--- config.mk ---
export PLATFORM = sky130hd
export DESIGN_NAME = brt_regs
export DESIGN_NICKNAME = d
export VERILOG_FILES = /design/src/shared/brt_pkg.sv /design/src/hw/brt_blank_timer.sv /design/src/hw/brt_refresh_gen.sv /design/src/hw/brt_regs.sv
export SDC_FILE = /design/constraint.sdc
export NUM_CORES = 1
export LEC_CHECK = 0
export ABC_AREA = 0
export BUFFER_PORTS_ARGS = -buffer_cell sky130_fd_sc_hd__buf_2
export CORE_MARGIN = 2
export CORE_UTILIZATION = 54
export DETAILED_ROUTE_END_ITERATION = 8
export GPL_ROUTABILITY_DRIVEN = 1
export HOLD_SLACK_MARGIN = 0.03
export PLACE_DENSITY_LB_ADDON = 0.25
export SLEW_MARGIN = 20
export SYNTH_ARGS = -nofsm -noshare
export SYNTH_HDL_FRONTEND = slang
export SYNTH_SLANG_ARGS = --single-unit
--- constraint.sdc ---
create_clock -name clk_i -period 20.4 [get_ports clk_i]
set_clock_uncertainty 0.15 [all_clocks]
set_input_delay 6.12 -clock clk_i [delete_from_list [all_inputs] [get_ports clk_i]]
set_output_delay 6.12 -clock clk_i [all_outputs]
set_load 0.01 [all_outputs]
--- src/shared/brt_pkg.sv ---
// Purpose: shared constants for the boot refresh / threshold / write lock register block
// Assumes: 20 MHz clock, APB with 32-bit data, one register per aligned word
// Notes:   byte address of a register is four times its index
package brt_pkg;

	// clock and time base
	localparam int CLK_PERIOD_NS  = 50;
	localparam int US_NS          = 1000;
	localparam int US_TICK_CYCLES = US_NS / CLK_PERIOD_NS;

	// register indices and byte addresses
	localparam logic [7:0]  IDX_WRITE_LOCK  = 8'h10;
	localparam logic [7:0]  IDX_BOOT_REFR   = 8'hEC;
	localparam logic [7:0]  IDX_THRESHOLD   = 8'hED;
	localparam logic [7:0]  IDX_STATUS      = 8'hEE;
	localparam logic [11:0] ADDR_WRITE_LOCK = {2'h0, IDX_WRITE_LOCK, 2'h0};
	localparam logic [11:0] ADDR_BOOT_REFR  = {2'h0, IDX_BOOT_REFR, 2'h0};
	localparam logic [11:0] ADDR_THRESHOLD  = {2'h0, IDX_THRESHOLD, 2'h0};
	localparam logic [11:0] ADDR_STATUS     = {2'h0, IDX_STATUS, 2'h0};

	// reset values
	localparam logic [7:0] RST_WRITE_LOCK = 8'h80;
	localparam logic [7:0] RST_BOOT_REFR  = 8'h00;
	localparam logic [7:0] RST_THRESHOLD  = 8'h00;

	// writable bits of each register, reserved bits read zero
	localparam logic [7:0] MASK_WRITE_LOCK = 8'h80;
	localparam logic [7:0] MASK_BOOT_REFR  = 8'h5F;
	localparam logic [7:0] MASK_THRESHOLD  = 8'h3F;

	// field positions
	localparam int LOCK_BIT      = 7;
	localparam int INTERVAL_LSB  = 0;
	localparam int WIDTH_BIT     = 3;
	localparam int COUNT_BIT     = 4;
	localparam int BLANK_BIT     = 6;
	localparam int CCL_LSB       = 0;
	localparam int ACL_LSB       = 3;
	localparam int STAT_BUSY_BIT = 0;
	localparam int STAT_BLNK_BIT = 1;

	// pulse widths as divisors of the pwm period
	localparam logic [15:0] WIDTH_DIV_NARROW = 16'h000C;
	localparam logic [15:0] WIDTH_DIV_WIDE   = 16'h0006;

	// pulse counts: initial startup / other events, small and large setting
	localparam logic [4:0] PULSES_INIT_SMALL  = 5'h08;
	localparam logic [4:0] PULSES_EVENT_SMALL = 5'h04;
	localparam logic [4:0] PULSES_INIT_LARGE  = 5'h10;
	localparam logic [4:0] PULSES_EVENT_LARGE = 5'h08;

	// blanking after a phase add, in microseconds
	localparam logic [13:0] BLANK_SHORT_US = 14'd1500;
	localparam logic [13:0] BLANK_LONG_US  = 14'd10000;

	// threshold bases and step, in millivolts
	localparam logic [11:0] CCL_BASE_MV = 12'd2400;
	localparam logic [11:0] ACL_BASE_MV = 12'd2700;
	localparam logic [11:0] THR_STEP_MV = 12'd100;

	// refresh interval per code, in microseconds
	function automatic logic [10:0] interval_us(input logic [2:0] code);
		case (code)
			3'h0:    interval_us = 11'd500;
			3'h1:    interval_us = 11'd100;
			3'h2:    interval_us = 11'd200;
			3'h3:    interval_us = 11'd300;
			3'h4:    interval_us = 11'd750;
			3'h5:    interval_us = 11'd1000;
			3'h6:    interval_us = 11'd1500;
			default: interval_us = 11'd2000;
		endcase
	endfunction

	// threshold falls one step per code from its base
	function automatic logic [11:0] thr_mv(input logic [11:0] base, input logic [2:0] code);
		thr_mv = base - 12'(code * THR_STEP_MV);
	endfunction

endpackage

--- src/hw/brt_blank_timer.sv ---
// Purpose: hold off phase dropping for a time after each phase add
// Assumes: us_tick_i is a one-cycle pulse every microsecond
// Notes:   a new phase add restarts the full blanking time
`timescale 1ns/1ps
module brt_blank_timer
(
	input  wire logic        clk_i,
	input  wire logic        rst_i,
	input  wire logic        us_tick_i,
	input  wire logic        phase_added_i,
	input  wire logic [13:0] blank_us_i,
	output logic             blanking_o
);
	typedef struct packed {
		logic [13:0] cnt;
		logic        blank;
	} brt_bt_t;

	brt_bt_t s_reg;
	brt_bt_t s_next;

	// load on phase add, count down on microsecond ticks
	always_comb
	begin
		s_next = s_reg;
		if (phase_added_i)
		begin
			s_next.cnt   = blank_us_i;
			s_next.blank = 1'b1;
		end
		else if (us_tick_i && s_reg.blank)
		begin
			s_next.cnt   = s_reg.cnt - 14'h0001;
			s_next.blank = (s_reg.cnt > 14'h0001);
		end
	end

	// state register
	always_ff @(posedge clk_i or posedge rst_i)
	begin
		if (rst_i)
			s_reg <= '{cnt: 14'h0000, blank: 1'b0};
		else
			s_reg <= s_next;
	end

	assign blanking_o = s_reg.blank;
endmodule

--- src/hw/brt_refresh_gen.sv ---
// Purpose: boot refresh pulse train generator
// Assumes: us_tick_i is a one-cycle pulse every microsecond
// Notes:   interval runs from the start of one pulse to the start of the next
`timescale 1ns/1ps
module brt_refresh_gen
(
	input  wire logic        clk_i,
	input  wire logic        rst_i,
	input  wire logic        us_tick_i,
	input  wire logic        init_req_i,
	input  wire logic        event_req_i,
	input  wire logic [10:0] interval_us_i,
	input  wire logic [15:0] width_cyc_i,
	input  wire logic [4:0]  pulses_init_i,
	input  wire logic [4:0]  pulses_event_i,
	output logic             pulse_o,
	output logic             busy_o
);
	typedef enum logic [1:0] {ST_IDLE, ST_PULSE, ST_GAP} brt_rg_state_t;
	typedef struct packed {
		brt_rg_state_t st;
		logic [4:0]    remain;
		logic [15:0]   width_cnt;
		logic [10:0]   gap_cnt;
		logic          pulse;
	} brt_rg_t;

	brt_rg_t s_reg;
	brt_rg_t s_next;

	// sequence: pulse, wait out the interval, repeat until the count is spent
	always_comb
	begin
		s_next = s_reg;
		if (s_reg.st != ST_IDLE && us_tick_i && s_reg.gap_cnt != 11'h000)
			s_next.gap_cnt = s_reg.gap_cnt - 11'h001;
		case (s_reg.st)
			ST_IDLE:
			begin
				if (init_req_i || event_req_i)
				begin
					s_next.remain    = init_req_i ? pulses_init_i : pulses_event_i;
					s_next.width_cnt = width_cyc_i;
					s_next.gap_cnt   = interval_us_i;
					s_next.pulse     = 1'b1;
					s_next.st        = ST_PULSE;
				end
			end
			ST_PULSE:
			begin
				s_next.width_cnt = s_reg.width_cnt - 16'h0001;
				if (s_reg.width_cnt <= 16'h0001)
				begin
					s_next.pulse  = 1'b0;
					s_next.remain = s_reg.remain - 5'h01;
					s_next.st     = (s_reg.remain <= 5'h01) ? ST_IDLE : ST_GAP;
				end
			end
			ST_GAP:
			begin
				if (us_tick_i && s_reg.gap_cnt <= 11'h001)
				begin
					s_next.width_cnt = width_cyc_i;
					s_next.gap_cnt   = interval_us_i;
					s_next.pulse     = 1'b1;
					s_next.st        = ST_PULSE;
				end
			end
			default: s_next.st = ST_IDLE;
		endcase
	end

	// state register
	always_ff @(posedge clk_i or posedge rst_i)
	begin
		if (rst_i)
			s_reg <= '{st: ST_IDLE, remain: 5'h00, width_cnt: 16'h0000, gap_cnt: 11'h000, pulse: 1'b0};
		else
			s_reg <= s_next;
	end

	assign pulse_o = s_reg.pulse;
	assign busy_o  = (s_reg.st != ST_IDLE);
endmodule

--- src/hw/brt_regs.sv ---
// Purpose: APB register bank for boot refresh, phase drop blanking, loop thresholds and write lock
// Assumes: APB master per the usual two-phase protocol, 20 MHz clock
// Notes:   zero wait states; unmapped addresses answer with pslverr
//
// Operation
// - refresh pulse interval from a 3-bit code, 500 us at reset.
// - refresh pulse width is a twelfth or a sixth of the pwm period.
// - pulse count 8/4 normally, 16/8 with the count bit set.
// - phase drop stays blanked 1.5 ms or 10 ms after a phase add.
// - current loop threshold 2.4 V minus 0.1 V per code step.
// - average current limit threshold 2.7 V minus 0.1 V per code step.
// - while locked, only the write lock register accepts writes.
// - with the lock cleared, every register but the read-only status register accepts writes.
// - reads return contents whatever the lock says.
`timescale 1ns/1ps
module brt_regs
#(
	parameter int TICK_CYCLES = brt_pkg::US_TICK_CYCLES
)
(
	input  wire logic        clk_i,
	input  wire logic        rst_i,
	input  wire logic        psel_i,
	input  wire logic        penable_i,
	input  wire logic        pwrite_i,
	input  wire logic [11:0] paddr_i,
	input  wire logic [31:0] pwdata_i,
	output logic             pready_o,
	output logic [31:0]      prdata_o,
	output logic             pslverr_o,
	input  wire logic [15:0] pwm_period_cyc_i,
	input  wire logic        refresh_init_req_i,
	input  wire logic        refresh_event_req_i,
	input  wire logic        phase_added_i,
	output logic             refresh_pulse_o,
	output logic             refresh_busy_o,
	output logic             phase_drop_allow_o,
	output logic [11:0]      const_current_loop_threshold_mv_o,
	output logic [11:0]      avg_current_limit_threshold_mv_o
);
	typedef struct packed {
		logic [7:0]  lock;
		logic [7:0]  boot;
		logic [7:0]  thr;
		logic [31:0] rdata;
		logic        slverr;
		logic [15:0] tick_cnt;
		logic        tick;
		logic [15:0] width_cyc;
		logic [11:0] ccl_mv;
		logic [11:0] acl_mv;
	} brt_regs_t;

	brt_regs_t s_reg;
	brt_regs_t s_next;

	logic        setup_phase;
	logic        wr_access;
	logic        addr_hit;
	logic        write_ok;
	logic        busy;
	logic        blanking;
	logic [10:0] interval_us;
	logic [13:0] blank_us;
	logic [4:0]  pulses_init;
	logic [4:0]  pulses_event;

	// pulse width in cycles: period over the chosen divisor, one cycle at least
	function automatic logic [15:0] pulse_width(input logic [15:0] period, input logic wide);
		logic [15:0] w;
		w = wide ? period / brt_pkg::WIDTH_DIV_WIDE : period / brt_pkg::WIDTH_DIV_NARROW;
		pulse_width = (w == 16'h0000) ? 16'h0001 : w;
	endfunction

	// mapped address check
	function automatic logic is_mapped(input logic [11:0] a);
		is_mapped = (a == brt_pkg::ADDR_WRITE_LOCK) || (a == brt_pkg::ADDR_BOOT_REFR) ||
			(a == brt_pkg::ADDR_THRESHOLD) || (a == brt_pkg::ADDR_STATUS);
	endfunction

	// bus phase decode
	assign setup_phase = psel_i && !penable_i;
	assign wr_access   = psel_i && penable_i && pwrite_i;
	assign addr_hit    = is_mapped(paddr_i);

	// lock gates every register but itself; refused writes fall through silently
	assign write_ok = !s_reg.lock[brt_pkg::LOCK_BIT];

	// configuration decode from stored fields
	assign interval_us  = brt_pkg::interval_us(s_reg.boot[brt_pkg::INTERVAL_LSB +: 3]);
	assign blank_us     = s_reg.boot[brt_pkg::BLANK_BIT] ? brt_pkg::BLANK_LONG_US
		: brt_pkg::BLANK_SHORT_US;
	assign pulses_init  = s_reg.boot[brt_pkg::COUNT_BIT] ? brt_pkg::PULSES_INIT_LARGE
		: brt_pkg::PULSES_INIT_SMALL;
	assign pulses_event = s_reg.boot[brt_pkg::COUNT_BIT] ? brt_pkg::PULSES_EVENT_LARGE
		: brt_pkg::PULSES_EVENT_SMALL;

	// next state of the register bank, time base and decoded outputs
	always_comb
	begin
		s_next = s_reg;

		// microsecond enable pulse from the system clock
		if (s_reg.tick_cnt >= 16'(TICK_CYCLES - 1))
		begin
			s_next.tick_cnt = 16'h0000;
			s_next.tick     = 1'b1;
		end
		else
		begin
			s_next.tick_cnt = s_reg.tick_cnt + 16'h0001;
			s_next.tick     = 1'b0;
		end

		// read data and error captured in the setup cycle, lock ignored
		if (setup_phase)
		begin
			s_next.rdata  = 32'h0000_0000;
			s_next.slverr = !addr_hit;
			if (!pwrite_i)
			begin
				case (paddr_i)
					brt_pkg::ADDR_WRITE_LOCK: s_next.rdata = {24'h000000, s_reg.lock};
					brt_pkg::ADDR_BOOT_REFR:  s_next.rdata = {24'h000000, s_reg.boot};
					brt_pkg::ADDR_THRESHOLD:  s_next.rdata = {24'h000000, s_reg.thr};
					brt_pkg::ADDR_STATUS:
					begin
						s_next.rdata[brt_pkg::STAT_BUSY_BIT] = busy;
						s_next.rdata[brt_pkg::STAT_BLNK_BIT] = blanking;
					end
					default: s_next.rdata = 32'h0000_0000;
				endcase
			end
		end

		// writes land in the access phase
		if (wr_access)
		begin
			case (paddr_i)
				brt_pkg::ADDR_WRITE_LOCK:
					s_next.lock = pwdata_i[7:0] & brt_pkg::MASK_WRITE_LOCK;
				brt_pkg::ADDR_BOOT_REFR:
				begin
					if (write_ok)
						s_next.boot = pwdata_i[7:0] & brt_pkg::MASK_BOOT_REFR;
				end
				brt_pkg::ADDR_THRESHOLD:
				begin
					if (write_ok)
						s_next.thr = pwdata_i[7:0] & brt_pkg::MASK_THRESHOLD;
				end
				default: s_next.thr = s_reg.thr;
			endcase
		end

		// decoded settings registered so outputs come from flops
		s_next.width_cyc = pulse_width(pwm_period_cyc_i, s_reg.boot[brt_pkg::WIDTH_BIT]);
		s_next.ccl_mv    = brt_pkg::thr_mv(brt_pkg::CCL_BASE_MV,
			s_reg.thr[brt_pkg::CCL_LSB +: 3]);
		s_next.acl_mv    = brt_pkg::thr_mv(brt_pkg::ACL_BASE_MV,
			s_reg.thr[brt_pkg::ACL_LSB +: 3]);
	end

	// register bank state
	always_ff @(posedge clk_i or posedge rst_i)
	begin
		if (rst_i)
		begin
			s_reg.lock      <= brt_pkg::RST_WRITE_LOCK;
			s_reg.boot      <= brt_pkg::RST_BOOT_REFR;
			s_reg.thr       <= brt_pkg::RST_THRESHOLD;
			s_reg.rdata     <= 32'h0000_0000;
			s_reg.slverr    <= 1'b0;
			s_reg.tick_cnt  <= 16'h0000;
			s_reg.tick      <= 1'b0;
			s_reg.width_cyc <= 16'h0001;
			s_reg.ccl_mv    <= brt_pkg::CCL_BASE_MV;
			s_reg.acl_mv    <= brt_pkg::ACL_BASE_MV;
		end
		else
			s_reg <= s_next;
	end

	// refresh pulse train
	brt_refresh_gen u_refresh
	(
		.clk_i          (clk_i),
		.rst_i          (rst_i),
		.us_tick_i      (s_reg.tick),
		.init_req_i     (refresh_init_req_i),
		.event_req_i    (refresh_event_req_i),
		.interval_us_i  (interval_us),
		.width_cyc_i    (s_reg.width_cyc),
		.pulses_init_i  (pulses_init),
		.pulses_event_i (pulses_event),
		.pulse_o        (refresh_pulse_o),
		.busy_o         (busy)
	);

	// phase drop blanking
	brt_blank_timer u_blank
	(
		.clk_i         (clk_i),
		.rst_i         (rst_i),
		.us_tick_i     (s_reg.tick),
		.phase_added_i (phase_added_i),
		.blank_us_i    (blank_us),
		.blanking_o    (blanking)
	);

	// bus answer and block outputs
	assign pready_o                          = 1'b1;
	assign prdata_o                          = s_reg.rdata;
	assign pslverr_o                         = s_reg.slverr;
	assign refresh_busy_o                    = busy;
	assign phase_drop_allow_o                = !blanking;
	assign const_current_loop_threshold_mv_o = s_reg.ccl_mv;
	assign avg_current_limit_threshold_mv_o  = s_reg.acl_mv;
endmodule

==> impl_metrics.toml <==
[outcome]
status = "finished, violations left"
violations = "negative setup slack"

[synth]
netlist_top_cells_count = "nor2_1 (129), dfrtp_1 (112), o21ai_0 (97)"
synth.top_cells.by_area = "dfrtp_1 (27%), ha_1 (7.1%), o21ai_0 (4.7%)"
synth_compound_area_frac = 0.247
synth_edf_count = 0
synth_top_family_by_area = "compound AO/OA/AOI/OAI gates"
synth_seq_cells = 123
post-synth-top-count-cell = "nor2_1"
synth_top_cell_area_share = 0.269
synth_fa_ha_area_frac = 0.0708
yosysWarnings = 0
synth_mux_area_frac = 0.0404
syn_area_mm2 = 0.0104
syn_avg_cell_area_um2 = 8.48
seq_area_frac_synth = 0.297
yosysTopAreaCell = "dfrtp_1"
netlist_instances = 1230
async_flop_share = 1.00
ys_types = 115
synthSimpleGateAreaFrac = 0.213
synth_ff_type = "dfrtp_1"
synth_xor_area_frac = 0.0515

[sta]
whs_ps = 324
setup_violations = 2
worst_pin_slew_ps = 961
hold_viol = 0
fin_ws_ps = -1130
slew_violations = 0
timing.slew.headroom = 0.350
fmax_mhz = 46.5
period_needed_ps = 21530
fin_crit_sh = 1.06
rsz0062_at_grt = "true"

[detailed_routing]
wire_per_inst_um = 15.4
vias = 10420
dr.first_iter.drc_count = 486
firstDrtPassIters = 5
post-route-drc-count = 0
drt-total-wl_um = 28500
avgViaCountPerCell = 5.62
ant_nets = 0

[worst_setup_path]
critPathMaxFanout = 4
crit_start = "pwm_period_cyc_i[14]"
critPathArrivalTime_ps = 21710
ff2ff_setup_slack_ps = 3990
reg2regPathDepth = 91
cpMostUsedCell = "ha_4"
cp.required_ps = 20590
reg2reg_from = "s_reg[101]"
worst_setup_path_end_kind = "register"
path_class = "input port to register"
crit_slowest_cell = "or3_4"
r2r-end = "s_reg[24]"
slowest_delay_ps = 380
start_kind = "input port"

[die]
ios = 129
die_w_um = 143
dieArea_mm2 = 0.0204
die_y_um = 143
start_util = 0.554
rows = 50
core_mm2 = 0.0188

[run]
maxCapViolCount = 0

[clock_tree]
clockRootBuffer = "clkbuf_16"
cts.path.max_buffers = 2
h-tree-depth = 4
numCtsBuffers = 17
clk_latency_ps = 410
cts_tree = "done"
clk_pin_slew_ps = 50
cts.sinks = 123

[final_layout]
drive_gt1_frac = 0.375
fillers = 1297
regArea_mm2 = 0.00309
multi_input_area_mm2 = 0.00721
fin_area_mm2 = 0.0142
fin_nets = 1709
syn2layout_area_growth_pct = 36.6
fin_util = 0.757
diodes = 0
largest_reg_flops = 44

[pwr]
p_per_area_mw_per_mm2 = 141
ir_drop_uv = 93.0
p_leak_uw = 0.00663

[hold_path]
hp-start = "pslverr_o"
hold_depth = 2
min_to = "pslverr_o"
worstHoldPathType = "register to register"

[place]
placed_area_mm2 = 0.0131
gp_congestion = 0.912
hpwl_um = 20500
io_buffers = 75

[global_route]
grtUsageTotal = 0.276
antenna_found_initial = 0
grt_max_degree = 86
grt_pass1_vias = 10064
overflow = 0
grt_pass1_wl_um = 46200
==> through the flow <==
step	cells	worst slack, ps	power (µW)	setup TNS [ps]
after floorplan	1268	-2230	1070	-3510
after global placement	1782	-1860	1580	-2780
after detailed placement	1782	-2130	1610	-3270
after CTS	1845	-849	1970	-849
after global routing	1855	-1790	2150	-2590
final	1855	-1130	2010	-1260
==> layout make-up <==
class                           instances  area share
Clock inverter                         11      0.0101
Clock buffer                           21      0.0323
Multi-Input combinational cell        986       0.506
Inverter                               63      0.0171
Sequential cell                       123       0.217
Timing Repair Buffer                  391       0.195
Tap cell                              260      0.0228
==> power by group <==
group	switching (µW)	total [µW]	internal [µW]
clock	108	306	198
sequential	33.9	316	282
combinational	704	1390	685
total	845	2010	1170
==> worst max-delay path, delay by kind of cell <==
| kind | cells | cell delay, ps |
|---|---|---|
| AOI/OAI and AO/OA | 29 | 4920 |
| xor gates and xnor gates | 10 | 1820 |
| adders and majority gates | 14 | 3880 |
| buffers and inverters | 9 | 720 |
| muxes | 4 | 800 |
| and+or+nand+nor | 25 | 3370 |
==> cell usage in the layout, fill, tap and decap left out, drive strengths merged, types with 19 or more instances in the layout <==
cell type  instances
xnor2             39
conb              40
nand2             88
buf              391
inv               63
nor4              19
o21ai            100
mux2              19
nor2             131
dfrtp            112
clkbuf            21
nand3             30
a211oi            22
a21oi             63
or2               20
ha                59
nor3              44
==> cell families after synthesis <==
group | after synthesis
DFF | 123
and+or+nand+nor | 430
xor gates and xnor gates | 58
AOI/OAI and AO/OA | 362
other | 2
buffers and inverters | 159
muxes | 37
adders and majority gates | 59
==> worst max path at each step <==
stage | to | slack [ps]
2_1_floorplan | s_reg[24] | -2230
3_3_place_gp | s_reg[24] | -1860
3_5_place_dp | s_reg[24] | -2130
4_1_cts | s_reg[24] | -850
5_1_grt | s_reg[24] | -1790
6_report | s_reg[24] | -1130
==> repair_timing <==
action                     CTS  global route
gates resized for setup     28            20
setup endpoints to repair    2             2
pin swaps                   65            49
hold buffers                 0             0
buffers inserted            32            10
==> metal layers <==
metal | track usage | vias up | part of all wire
met5 | 0 | - | 0
met4 | 0.0740 | 0 | 0.015
met3 | 0.0342 | 46 | 0.034
met2 | 0.505 | 251 | 0.51
met1 | 0.342 | 5017 | 0.44
li1 | - | 5106 | -
No activity file was read; power rests on OpenSTA's default activity.
